===== src/pkg/fdl_pkg.sv =====
// Constants, state and code types of the fault distance locator.
// Assumes a single 25 MHz core clock; no bus, all settings arrive as ports.
package fdl_pkg;

    // ----------------------------------------------------------------
    // Timing
    // ----------------------------------------------------------------
    localparam int unsigned CLK_PERIOD_NS = 40;
    localparam int unsigned MS_NS = 1000000;
    // Cycles per timestamp millisecond (25000; the top takes it as its MS_CYC default)
    localparam int unsigned MS_CYC = MS_NS / CLK_PERIOD_NS;
    localparam int unsigned TIME_BASE_MS = 5;

    // ----------------------------------------------------------------
    // Settings after reset
    // ----------------------------------------------------------------
    localparam logic [8:0] THR_RST = 9'h00a;       // 1.0 x nominal, 0.1 steps
    localparam logic [15:0] LINE_A_RST = 16'h007d; // 0.125 ohm/km, mohm/km units
    localparam logic [2:0] GROUP_RST = 3'h0;

    // ----------------------------------------------------------------
    // Scaling and sizes
    // ----------------------------------------------------------------
    localparam logic [9:0] MOHM_PER_OHM = 10'h3e8;  // 1000
    localparam logic [6:0] CENTI = 7'h64;           // 100
    localparam logic [3:0] THR_SCALE = 4'ha;        // threshold is in tenths
    localparam logic [5:0] DIV_STEPS = 6'h20;
    localparam logic [3:0] LOG_DEPTH = 4'hc;

    // ----------------------------------------------------------------
    // Codes
    // ----------------------------------------------------------------
    typedef enum logic [2:0]
    {
        FT_L12 = 3'h0,
        FT_L23 = 3'h1,
        FT_L31 = 3'h2,
        FT_L1N = 3'h3,
        FT_L2N = 3'h4,
        FT_L3N = 3'h5,
        FT_L123 = 3'h6
    } fdl_ftype_t;

    localparam logic [1:0] DIR_NONE = 2'h0;
    localparam logic [1:0] DIR_FWD = 2'h1;
    localparam logic [1:0] DIR_REV = 2'h2;

    // Bit positions in the event pulse vector
    localparam int unsigned EV_TRIG_ON = 0;
    localparam int unsigned EV_TRIG_OFF = 1;
    localparam int unsigned EV_CALC_ON = 2;
    localparam int unsigned EV_CALC_OFF = 3;

    // Gray along idle -> reactance -> per-unit -> distance -> write
    typedef enum logic [2:0]
    {
        ST_IDLE = 3'b000,
        ST_DIVX = 3'b001,
        ST_DIVPU = 3'b011,
        ST_DIVD = 3'b010,
        ST_WRITE = 3'b110
    } fdl_state_t;

endpackage


===== src/core/fdl_fault_locator.sv =====
// Fault distance locator: trigger, blocking, loop selection, serial
// division for reactance, per-unit current and distance, twelve-entry log.
// Assumes all inputs come from logic on core_clk_i and that the
// measurement magnitudes are refreshed by the front end every 5 ms.
//
// Function
// - Trigger is any selectable internal binary signal
// - Blocked trigger skips the fault calculation
// - Phase-earth voltage availability picks allowed loops
// - Without voltages, single-phase faults not recorded
// - Single phase over threshold records phase-neutral loop
// - Two phases give pair; three give AB; the code records L123 for three
// - No current condition met, no record
// - Threshold in tenths of nominal, default one
// - Line_a setting, default 0.125
// - Three currents, four voltages, 5 ms refresh
// - Blocking sampled at each program cycle start
// - Blocked pick-up raises blocked, nothing more
// - Masked ON/OFF events for trigger and calculation
// - Resettable cumulative trigger counter
// - Circular log of twelve latest records
// - Record holds stamp, event, type, direction, values
// - Settings change live without stopping
`timescale 1ns/10ps
module fdl_fault_locator #(
    parameter int unsigned NSIG = 32,
    parameter int unsigned SEL_W = 5,
    parameter int unsigned NBLK = 8,
    parameter int unsigned MS_CYC = fdl_pkg::MS_CYC
)
(
    input wire logic core_clk_i,
    input wire logic rst_n_i,
    input wire logic cycle_tick_i,
    input wire logic [NSIG-1:0] bin_sig_i,
    input wire logic [SEL_W-1:0] trig_sel_i,
    input wire logic [NBLK-1:0] blk_src_i,
    input wire logic [NBLK-1:0] blk_sel_i,
    input wire logic pe_wired_i,
    input wire logic [15:0] phase_a_current_i,
    input wire logic [15:0] phase_b_current_i,
    input wire logic [15:0] phase_c_current_i,
    input wire logic [15:0] volt_1_i,
    input wire logic [15:0] volt_2_i,
    input wire logic [15:0] volt_3_i,
    input wire logic [15:0] volt_4_i,
    input wire logic [15:0] nom_current_i,
    input wire logic [8:0] trig_thr_i,
    input wire logic [15:0] line_a_i,
    input wire logic [2:0] set_group_i,
    input wire logic [1:0] dir_i,
    input wire logic evt_on_en_i,
    input wire logic evt_off_en_i,
    input wire logic cnt_clr_i,
    input wire logic [3:0] log_rd_idx_i,
    output logic triggered_o,
    output logic calc_o,
    output logic blocked_o,
    output logic [3:0] evt_o,
    output logic [31:0] evt_stamp_o,
    output logic [15:0] trig_cnt_o,
    output logic [3:0] log_count_o,
    output logic log_valid_o,
    output logic [31:0] log_stamp_o,
    output logic [3:0] log_event_o,
    output logic [2:0] log_type_o,
    output logic [1:0] log_dir_o,
    output logic [15:0] log_x_o,
    output logic [15:0] log_pu_o,
    output logic [15:0] log_prim_o,
    output logic [15:0] log_dist_o,
    output logic [2:0] log_grp_o
);
    import fdl_pkg::*;

    // ----------------------------------------------------------------
    // Reset release and time base
    // ----------------------------------------------------------------
    logic [1:0] rst_sync_q;
    logic rst_n;
    always_ff @(posedge core_clk_i or negedge rst_n_i)
    begin
        if (!rst_n_i)
            rst_sync_q <= 2'b00;
        else
            rst_sync_q <= {rst_sync_q[0], 1'b1};
    end
    assign rst_n = rst_sync_q[1];

    logic [31:0] ms_div_q;
    logic [31:0] stamp_q;
    always_ff @(posedge core_clk_i or negedge rst_n)
    begin
        if (!rst_n)
        begin
            ms_div_q <= '0;
            stamp_q <= '0;
        end
        else if (ms_div_q == 32'(MS_CYC - 1))
        begin
            ms_div_q <= '0;
            stamp_q <= stamp_q + 32'h1;
        end
        else
            ms_div_q <= ms_div_q + 32'h1;
    end

    // ----------------------------------------------------------------
    // Program cycle sampling of trigger, blocking and settings
    // ----------------------------------------------------------------
    logic trig_now;
    logic blk_now;
    logic trig_prev_q;
    logic blk_q;
    logic [8:0] thr_q;
    logic [15:0] line_a_q;
    logic [2:0] grp_q;
    logic trig_rise;
    logic trig_fall;
    logic accept;
    logic busy;

    assign trig_now = bin_sig_i[trig_sel_i];
    assign blk_now = |(blk_src_i & blk_sel_i);
    assign trig_rise = cycle_tick_i && trig_now && !trig_prev_q;
    assign trig_fall = cycle_tick_i && !trig_now && trig_prev_q;
    // Blocking is taken from this same cycle's sample, before the trigger
    assign accept = trig_rise && !blk_now;

    always_ff @(posedge core_clk_i or negedge rst_n)
    begin
        if (!rst_n)
        begin
            trig_prev_q <= 1'b0;
            blk_q <= 1'b0;
            thr_q <= THR_RST;
            line_a_q <= LINE_A_RST;
            grp_q <= GROUP_RST;
        end
        else if (cycle_tick_i)
        begin
            blk_q <= blk_now;
            trig_prev_q <= trig_now;
            thr_q <= trig_thr_i;
            line_a_q <= line_a_i;
            grp_q <= set_group_i;
        end
    end

    // ----------------------------------------------------------------
    // Trigger state, blocked indication, counter
    // ----------------------------------------------------------------
    always_ff @(posedge core_clk_i or negedge rst_n)
    begin
        if (!rst_n)
        begin
            triggered_o <= 1'b0;
            blocked_o <= 1'b0;
            trig_cnt_o <= '0;
        end
        else
        begin
            if (accept)
                triggered_o <= 1'b1;
            else if (trig_fall)
                triggered_o <= 1'b0;
            // Held until the trigger falls; the blocked event is not processed
            if (trig_rise && blk_now)
                blocked_o <= 1'b1;
            else if (trig_fall)
                blocked_o <= 1'b0;
            // A clear together with a new trigger in the same cycle restarts the count at one
            if (accept)
                trig_cnt_o <= cnt_clr_i ? 16'h1 : trig_cnt_o + 16'h1;
            else if (cnt_clr_i)
                trig_cnt_o <= '0;
        end
    end

    // ----------------------------------------------------------------
    // Loop selection from currents at the trigger instant
    // ----------------------------------------------------------------
    logic pe_ok;
    logic [2:0] over;
    logic [31:0] thr_amp;
    logic loop_ok;
    logic pp_loop;
    fdl_ftype_t loop_type;
    logic [15:0] ix;
    logic [15:0] iy;
    logic [15:0] ux;
    logic [15:0] uy;

    assign pe_ok = pe_wired_i &&
        ((volt_1_i | volt_2_i | volt_3_i | volt_4_i) != 16'h0);
    assign thr_amp = 32'(thr_q) * 32'(nom_current_i);
    always_comb
    begin
        over[0] = 32'(phase_a_current_i) * 32'(THR_SCALE) >= thr_amp;
        over[1] = 32'(phase_b_current_i) * 32'(THR_SCALE) >= thr_amp;
        over[2] = 32'(phase_c_current_i) * 32'(THR_SCALE) >= thr_amp;
    end

    always_comb
    begin
        loop_ok = 1'b1;
        pp_loop = 1'b1;
        loop_type = FT_L12;
        ix = phase_a_current_i;
        iy = phase_b_current_i;
        ux = volt_1_i;
        uy = volt_2_i;
        case (over)
            3'b111: loop_type = FT_L123;
            3'b011: loop_type = FT_L12;
            3'b110:
            begin
                loop_type = FT_L23;
                ix = phase_b_current_i;
                iy = phase_c_current_i;
                ux = volt_2_i;
                uy = volt_3_i;
            end
            3'b101:
            begin
                loop_type = FT_L31;
                ix = phase_c_current_i;
                iy = phase_a_current_i;
                ux = volt_3_i;
                uy = volt_1_i;
            end
            3'b001, 3'b010, 3'b100:
            begin
                pp_loop = 1'b0;
                loop_ok = pe_ok;
                loop_type = over[0] ? FT_L1N : (over[1] ? FT_L2N : FT_L3N);
                ix = over[0] ? phase_a_current_i :
                    (over[1] ? phase_b_current_i : phase_c_current_i);
                ux = over[0] ? volt_1_i : (over[1] ? volt_2_i : volt_3_i);
                iy = 16'h0;
                uy = 16'h0;
            end
            default: loop_ok = 1'b0;
        endcase
    end

    // ----------------------------------------------------------------
    // Calculation sequencer
    // ----------------------------------------------------------------
    fdl_state_t state_q;
    logic [31:0] op_num_q;
    logic [17:0] op_den_q;
    logic div_go_q;
    logic div_done_q;
    logic [31:0] div_quo_q;
    logic [15:0] quo_sat;
    logic [2:0] f_type_q;
    logic [1:0] f_dir_q;
    logic [15:0] f_x_q;
    logic [15:0] f_pu_q;
    logic [15:0] f_prim_q;
    logic [15:0] f_dist_q;
    logic [2:0] f_grp_q;
    logic [31:0] f_stamp_q;

    assign busy = (state_q != ST_IDLE);
    assign quo_sat = (div_quo_q[31:16] != 16'h0) ? 16'hffff : div_quo_q[15:0];

    always_ff @(posedge core_clk_i or negedge rst_n)
    begin
        if (!rst_n)
        begin
            state_q <= ST_IDLE;
            op_num_q <= '0;
            op_den_q <= '0;
            div_go_q <= 1'b0;
            f_type_q <= '0;
            f_dir_q <= DIR_NONE;
            f_x_q <= '0;
            f_pu_q <= '0;
            f_prim_q <= '0;
            f_dist_q <= '0;
            f_grp_q <= GROUP_RST;
            f_stamp_q <= '0;
        end
        else
        begin
            div_go_q <= 1'b0;
            case (state_q)
                ST_IDLE:
                    // A trigger that arrives mid-calculation is counted only
                    if (accept && loop_ok)
                    begin
                        state_q <= ST_DIVX;
                        // Loop reactance in mohm from the 5 ms magnitudes
                        op_num_q <= (32'(ux) + 32'(uy)) * 32'(MOHM_PER_OHM);
                        op_den_q <= pp_loop ? 18'(ix) + 18'(iy) : 18'(ix);
                        div_go_q <= 1'b1;
                        f_type_q <= loop_type;
                        f_dir_q <= (dir_i == DIR_REV) ? DIR_REV :
                            ((dir_i == DIR_FWD) ? DIR_FWD : DIR_NONE);
                        f_prim_q <= ix;
                        f_grp_q <= grp_q;
                        f_stamp_q <= stamp_q;
                    end
                ST_DIVX:
                    if (div_done_q)
                    begin
                        state_q <= ST_DIVPU;
                        f_x_q <= quo_sat;
                        op_num_q <= 32'(f_prim_q) * 32'(CENTI);
                        op_den_q <= 18'(nom_current_i);
                        div_go_q <= 1'b1;
                    end
                ST_DIVPU:
                    if (div_done_q)
                    begin
                        state_q <= ST_DIVD;
                        f_pu_q <= quo_sat;
                        op_num_q <= 32'(f_x_q) * 32'(CENTI);
                        op_den_q <= 18'(line_a_q);
                        div_go_q <= 1'b1;
                    end
                ST_DIVD:
                    if (div_done_q)
                    begin
                        state_q <= ST_WRITE;
                        f_dist_q <= quo_sat;
                    end
                ST_WRITE: state_q <= ST_IDLE;
                default: state_q <= ST_IDLE;
            endcase
        end
    end

    // ----------------------------------------------------------------
    // Restoring divider, one quotient bit per cycle
    // ----------------------------------------------------------------
    logic [17:0] div_rem_q;
    logic [5:0] div_cnt_q;
    logic [18:0] rem_sh;
    assign rem_sh = {div_rem_q, div_quo_q[31]};

    always_ff @(posedge core_clk_i or negedge rst_n)
    begin
        if (!rst_n)
        begin
            div_rem_q <= '0;
            div_quo_q <= '0;
            div_cnt_q <= '0;
            div_done_q <= 1'b0;
        end
        else
        begin
            div_done_q <= 1'b0;
            if (div_go_q)
            begin
                div_rem_q <= '0;
                div_quo_q <= op_num_q;
                div_cnt_q <= DIV_STEPS;
            end
            else if (div_cnt_q != 6'h0)
            begin
                div_cnt_q <= div_cnt_q - 6'h1;
                div_done_q <= (div_cnt_q == 6'h1);
                if (op_den_q == 18'h0)
                begin
                    // Zero divisor forces a zero result
                    div_rem_q <= '0;
                    div_quo_q <= '0;
                end
                else if (rem_sh >= {1'b0, op_den_q})
                begin
                    div_rem_q <= 18'(rem_sh - {1'b0, op_den_q});
                    div_quo_q <= {div_quo_q[30:0], 1'b1};
                end
                else
                begin
                    div_rem_q <= rem_sh[17:0];
                    div_quo_q <= {div_quo_q[30:0], 1'b0};
                end
            end
        end
    end

    // ----------------------------------------------------------------
    // Events
    // ----------------------------------------------------------------
    logic busy_q;
    always_ff @(posedge core_clk_i or negedge rst_n)
    begin
        if (!rst_n)
        begin
            busy_q <= 1'b0;
            calc_o <= 1'b0;
            evt_o <= '0;
            evt_stamp_o <= '0;
        end
        else
        begin
            busy_q <= busy;
            calc_o <= busy;
            evt_o[EV_TRIG_ON] <= accept && evt_on_en_i;
            evt_o[EV_TRIG_OFF] <= trig_fall && triggered_o && evt_off_en_i;
            evt_o[EV_CALC_ON] <= busy && !busy_q && evt_on_en_i;
            evt_o[EV_CALC_OFF] <= !busy && busy_q && evt_off_en_i;
            evt_stamp_o <= stamp_q;
        end
    end

    // ----------------------------------------------------------------
    // Operation log
    // ----------------------------------------------------------------
    // Separate arrays per field keep each read mux narrow
    logic [31:0] lg_stamp [12];
    logic [2:0] lg_type [12];
    logic [1:0] lg_dir [12];
    logic [15:0] lg_x [12];
    logic [15:0] lg_pu [12];
    logic [15:0] lg_prim [12];
    logic [15:0] lg_dist [12];
    logic [2:0] lg_grp [12];
    logic [3:0] wr_ptr_q;
    logic [3:0] rd_pos;
    logic wr_en;

    assign wr_en = (state_q == ST_WRITE);
    // Index 0 is the newest record
    assign rd_pos = (wr_ptr_q > log_rd_idx_i) ? wr_ptr_q - log_rd_idx_i - 4'h1 :
        4'(wr_ptr_q + LOG_DEPTH - log_rd_idx_i - 4'h1);

    always_ff @(posedge core_clk_i)
    begin
        if (wr_en)
        begin
            lg_stamp[wr_ptr_q] <= f_stamp_q;
            lg_type[wr_ptr_q] <= f_type_q;
            lg_dir[wr_ptr_q] <= f_dir_q;
            lg_x[wr_ptr_q] <= f_x_q;
            lg_pu[wr_ptr_q] <= f_pu_q;
            lg_prim[wr_ptr_q] <= f_prim_q;
            lg_dist[wr_ptr_q] <= f_dist_q;
            lg_grp[wr_ptr_q] <= f_grp_q;
        end
    end

    always_ff @(posedge core_clk_i or negedge rst_n)
    begin
        if (!rst_n)
        begin
            wr_ptr_q <= '0;
            log_count_o <= '0;
        end
        else if (wr_en)
        begin
            wr_ptr_q <= (wr_ptr_q == LOG_DEPTH - 4'h1) ? 4'h0 : wr_ptr_q + 4'h1;
            if (log_count_o != LOG_DEPTH)
                log_count_o <= log_count_o + 4'h1;
        end
    end

    always_ff @(posedge core_clk_i or negedge rst_n)
    begin
        if (!rst_n)
        begin
            log_valid_o <= 1'b0;
            log_stamp_o <= '0;
            log_event_o <= '0;
            log_type_o <= '0;
            log_dir_o <= '0;
            log_x_o <= '0;
            log_pu_o <= '0;
            log_prim_o <= '0;
            log_dist_o <= '0;
            log_grp_o <= '0;
        end
        else
        begin
            log_valid_o <= (log_rd_idx_i < log_count_o);
            log_stamp_o <= lg_stamp[rd_pos];
            log_event_o <= 4'h1 << EV_CALC_ON;
            log_type_o <= lg_type[rd_pos];
            log_dir_o <= lg_dir[rd_pos];
            log_x_o <= lg_x[rd_pos];
            log_pu_o <= lg_pu[rd_pos];
            log_prim_o <= lg_prim[rd_pos];
            log_dist_o <= lg_dist[rd_pos];
            log_grp_o <= lg_grp[rd_pos];
        end
    end

endmodule


===== config.mk =====
export PLATFORM = sky130hd
export DESIGN_NAME = fdl_fault_locator
export DESIGN_NICKNAME = d
export VERILOG_FILES = /design/src/pkg/fdl_pkg.sv /design/src/core/fdl_fault_locator.sv
export SDC_FILE = /design/constraint.sdc
export NUM_CORES = 2
export LEC_CHECK = 0
export ABC_CLOCK_PERIOD_IN_PS = 44500
export CAP_MARGIN = 15
export CORE_ASPECT_RATIO = 1.2
export CORE_UTILIZATION = 35
export CTS_BUF_LIST = sky130_fd_sc_hd__clkbuf_2 sky130_fd_sc_hd__clkbuf_4 sky130_fd_sc_hd__clkbuf_8
export DETAILED_ROUTE_END_ITERATION = 6
export DONT_BUFFER_PORTS = 1
export MAX_ROUTING_LAYER = met4
export PLACE_DENSITY = 0.6
export SLEW_MARGIN = 20
export SYNTH_ARGS = -nofsm -noshare
export SYNTH_HDL_FRONTEND = slang
export SYNTH_SLANG_ARGS = --single-unit

===== constraint.sdc =====
create_clock -name core_clk_i -period 44.5 [get_ports core_clk_i]
set_input_delay 8.9 -clock core_clk_i [delete_from_list [all_inputs] [get_ports core_clk_i]]
set_output_delay 8.9 -clock core_clk_i [all_outputs]
set_load 0.03 [all_outputs]

==> results.py <==
metrics = {
    "critical_path": {
        "cp_top_family": "compound AO/OA/AOI/OAI gates",
        "path_class": "input port to flip-flop",
        "max_stage_delay_ps": 560,
        "start_kind": "input port",
        "cp_num_buf_inv": 7,
        "cp.arrival_ps": 22480,
        "slowest_stage": "fa_1",
        "critPathCaptureType": "flip-flop",
        "worstPathMaxFanout": 32,
        "crit_top_cell": "fa_1",
        "cp_data_required_time_ps": 45310,
    },
    "drt": {
        "first_pass_iters": 6,
        "routed_via_density": 5.22,
        "via_count": 48100,
        "ant_nets": 0,
        "drt_drc_violations_left": 0,
        "wl_per_cell_um": 23.4,
        "drtIter0Drc": 3260,
        "drt_wl_total_um": 216000,
    },
    "sta": {
        "finClkSkew_ps": 55.2,
        "setup_tns_ps": 0,
        "max_freq_ghz": 0.0462,
        "holdWs_ps": 350,
        "setup_violations": 0,
        "maxSlewViolCount": 0,
        "maxSlewHeadroom_pct": 27.9,
        "finalCritPeriodShare_pct": 48.7,
        "worstMarginPinSlew_ps": 1080,
        "fin_crit_ps": 21670,
        "grt_setup_unrepaired": "false",
        "hold_violations": 0,
        "finalWorstSetupSlack_ps": 22830,
    },
    "cts": {
        "postCtsSetupRepairBufs": 0,
        "cts_htree_levels": 5,
        "cts_buffers": 287,
        "ctsHoldBuffers": 0,
        "clock_latency_ps": 930,
        "numClockSinks": 1719,
        "ctsLongestPathBuffers": 4,
        "path_clk_slew_ps": 70,
        "cts_tree": "yes",
        "cts_resized": 0,
        "clock-root-buffer": "clkbuf_8",
    },
    "floorplan": {
        "rows": 195,
        "fp.dieArea_um2": 239000,
        "die_x_um": 446,
        "core_area_um2": 235000,
        "pin_count": 390,
        "die_h_um": 535,
        "start_util_pct": 35.2,
    },
    "layout": {
        "area_growth_pct": 11.7,
        "final_util_pct": 39.3,
        "drive_above_1_share_pct": 17.0,
        "nNetsFinal": 6631,
    },
    "logic_synthesis": {
        "netlist_area_um2": 82800,
        "synth_cells": 5693,
        "synth_top_cell_area_share_pct": 45.3,
        "ys_top_cells_by_area": "edfxtp_1 (45%), dfrtp_1 (14%), mux4_2 (8.8%)",
        "synth_area_per_cell_um2": 14.5,
        "yosys_warnings": 0,
        "yosysTopAreaCell": "edfxtp_1",
        "ys_seq_area_share_pct": 59.5,
        "async_reset_ff_share_pct": 27.4,
        "synth-main-ff-cell": "edfxtp_1",
        "synth_cell_types": 89,
        "ys_seq_elements": 1719,
        "synth-edff-count": 1248,
    },
    "place": {
        "gp_congestion": 0.906,
        "portBuffers": 0,
        "hpwl_um": 140000,
        "dpl_worst_slack_ps": 21840,
    },
    "global_routing": {
        "grt_pass1_vias": 50200,
        "grt_util_all_layers_pct": 18.5,
        "antenna_found_initial": 27,
        "grt_max_degree": 139,
        "grt_pass1_wl_um": 322000,
        "grt_overflow": 0,
    },
    "min_path": {
        "hold_path_class": "flip-flop to flip-flop",
    },
    "job": {
        "cap_violations": 0,
    },
    "run_status": {
        "run_status": "finished, final reports clean",
    },
}
==> kinds of logic after synthesis <==
kind of cell / synth area share, %
compound gates: 7.17
mux: 11.7
other cells: 0.00907
xor+xnor: 2.17
simple gates: 6.22
fa+ha+maj: 10.3
flops: 59.5
buf+inv: 2.90
==> per-stage QoR <==
stage               cells  cell area, um2
CTS                  9207           92400
detailed placement   8697           86600
finish               9222           92500
global placement     8697           86600
global route         9217           92500
floorplan            5696           82800
==> per-layer routing <==
layer | part of all wire, % | global-route usage [%] | vias to the layer above
met5 | 0 | - | -
met3 | 7.1 | 4.17 | 333
met2 | 49 | 30.6 | 1470
li1 | - | - | 21600
met1 | 41 | 22.6 | 24700
met4 | 2.7 | 5.55 | 0
==> cells in the mapped netlist (35+ instances only) <==
cell type     n
dfrtp_1     463
mux2_2       87
nor2_1      312
and3_1       35
o21a_1       36
xor2_1       73
nor4_1       35
mux4_2      322
a21o_1       58
nor3_1       61
nand2_1     312
and2_1      112
xnor2_1     132
a22oi_1      79
inv_1       393
mux2i_1     143
nand3_1      56
o21ai_0     241
a21oi_1     276
ha_1        395
clkbuf_1    180
edfxtp_1   1248
fa_1        180
==> flip-flops by register name (all words and copies together) (netlist names), 25 cells and up <==
signal and cells:
log_stamp_o 32, lg_grp 36, f_stamp_q 32, evt_stamp_o 32, op_num_q 25, stamp_q 32, lg_pu 192, lg_prim 192
lg_stamp 384, lg_type 36, lg_dist 192, ms_div_q 32, div_quo_q 32, lg_x 192
==> cell usage in the layout (no fill, tap or decap), types with 29 or more instances in the layout <==
cell / count
edfxtp_1: 1248
dfrtp_1: 461
ha_1: 394
inv_1: 393
mux4_2: 322
clkbuf_8: 313
nand2_1: 312
nor2_1: 308
a21oi_1: 274
o21ai_0: 241
fa_1: 179
mux2i_1: 142
xnor2_1: 131
clkbuf_4: 107
and2_1: 105
mux2_2: 87
a22oi_1: 79
buf_4: 74
xor2_1: 73
a21o_1: 58
nor3_1: 58
nand3_1: 56
o21a_1: 36
nor4_1: 34
clkinv_1: 33
or3_1: 32
and3_1: 31
nor2b_1: 30
a211oi_1: 29
==> worst reg2reg max path: cells and delay by family (launching register included) <==
family                     cells  cell delay (ps)
adders and majority gates     13             5520
DFF                            1              720
xor gates and xnor gates       3              820
buffers and inverters          7              940
and+or+nand+nor                8              810
AOI/OAI and AO/OA             26             5600
==> final cells by class <==
| type | count | area (um2) |
|---|---|---|
| diodes | 15 | 37.5 |
| clock buffers | 420 | 5110 |
| clock inverters | 90 | 723 |
| fillers | 22100 | 143000 |
| inverters | 395 | 1480 |
| multi-input cells | 3354 | 31300 |
| flip-flops and latches | 1719 | 49300 |
| well taps | 3152 | 3940 |
| repair buffers | 77 | 616 |
==> worst paths after layout <==
check / slack (ps) / start / depth (start not counted) / endpoint
max: 22830 / nom_current_i[11] / 57 / op_num_q[25]$_DFFE_PN0P_
min: 350 / rst_sync_q[0]$_DFF_PN0_ / 0 / rst_sync_q[1]$_DFF_PN0_
max reg2reg: 30000 / thr_q[0]$_DFFE_PN0P_ / 57 / op_num_q[25]$_DFFE_PN0P_
min reg2reg: 350 / rst_sync_q[0]$_DFF_PN0_ / 0 / rst_sync_q[1]$_DFF_PN0_
max in group asynchronous: 36760 / rst_n_i / 0 / rst_sync_q[1]$_DFF_PN0_
min in group asynchronous: 410 / rst_sync_q[1]$_DFF_PN0_ / 0 / triggered_o$_DFFE_PN0P_
Power is left out: the tool's default activity adds up to more than one toggle a clock period on the data nets, which glitch-free logic cannot reach.
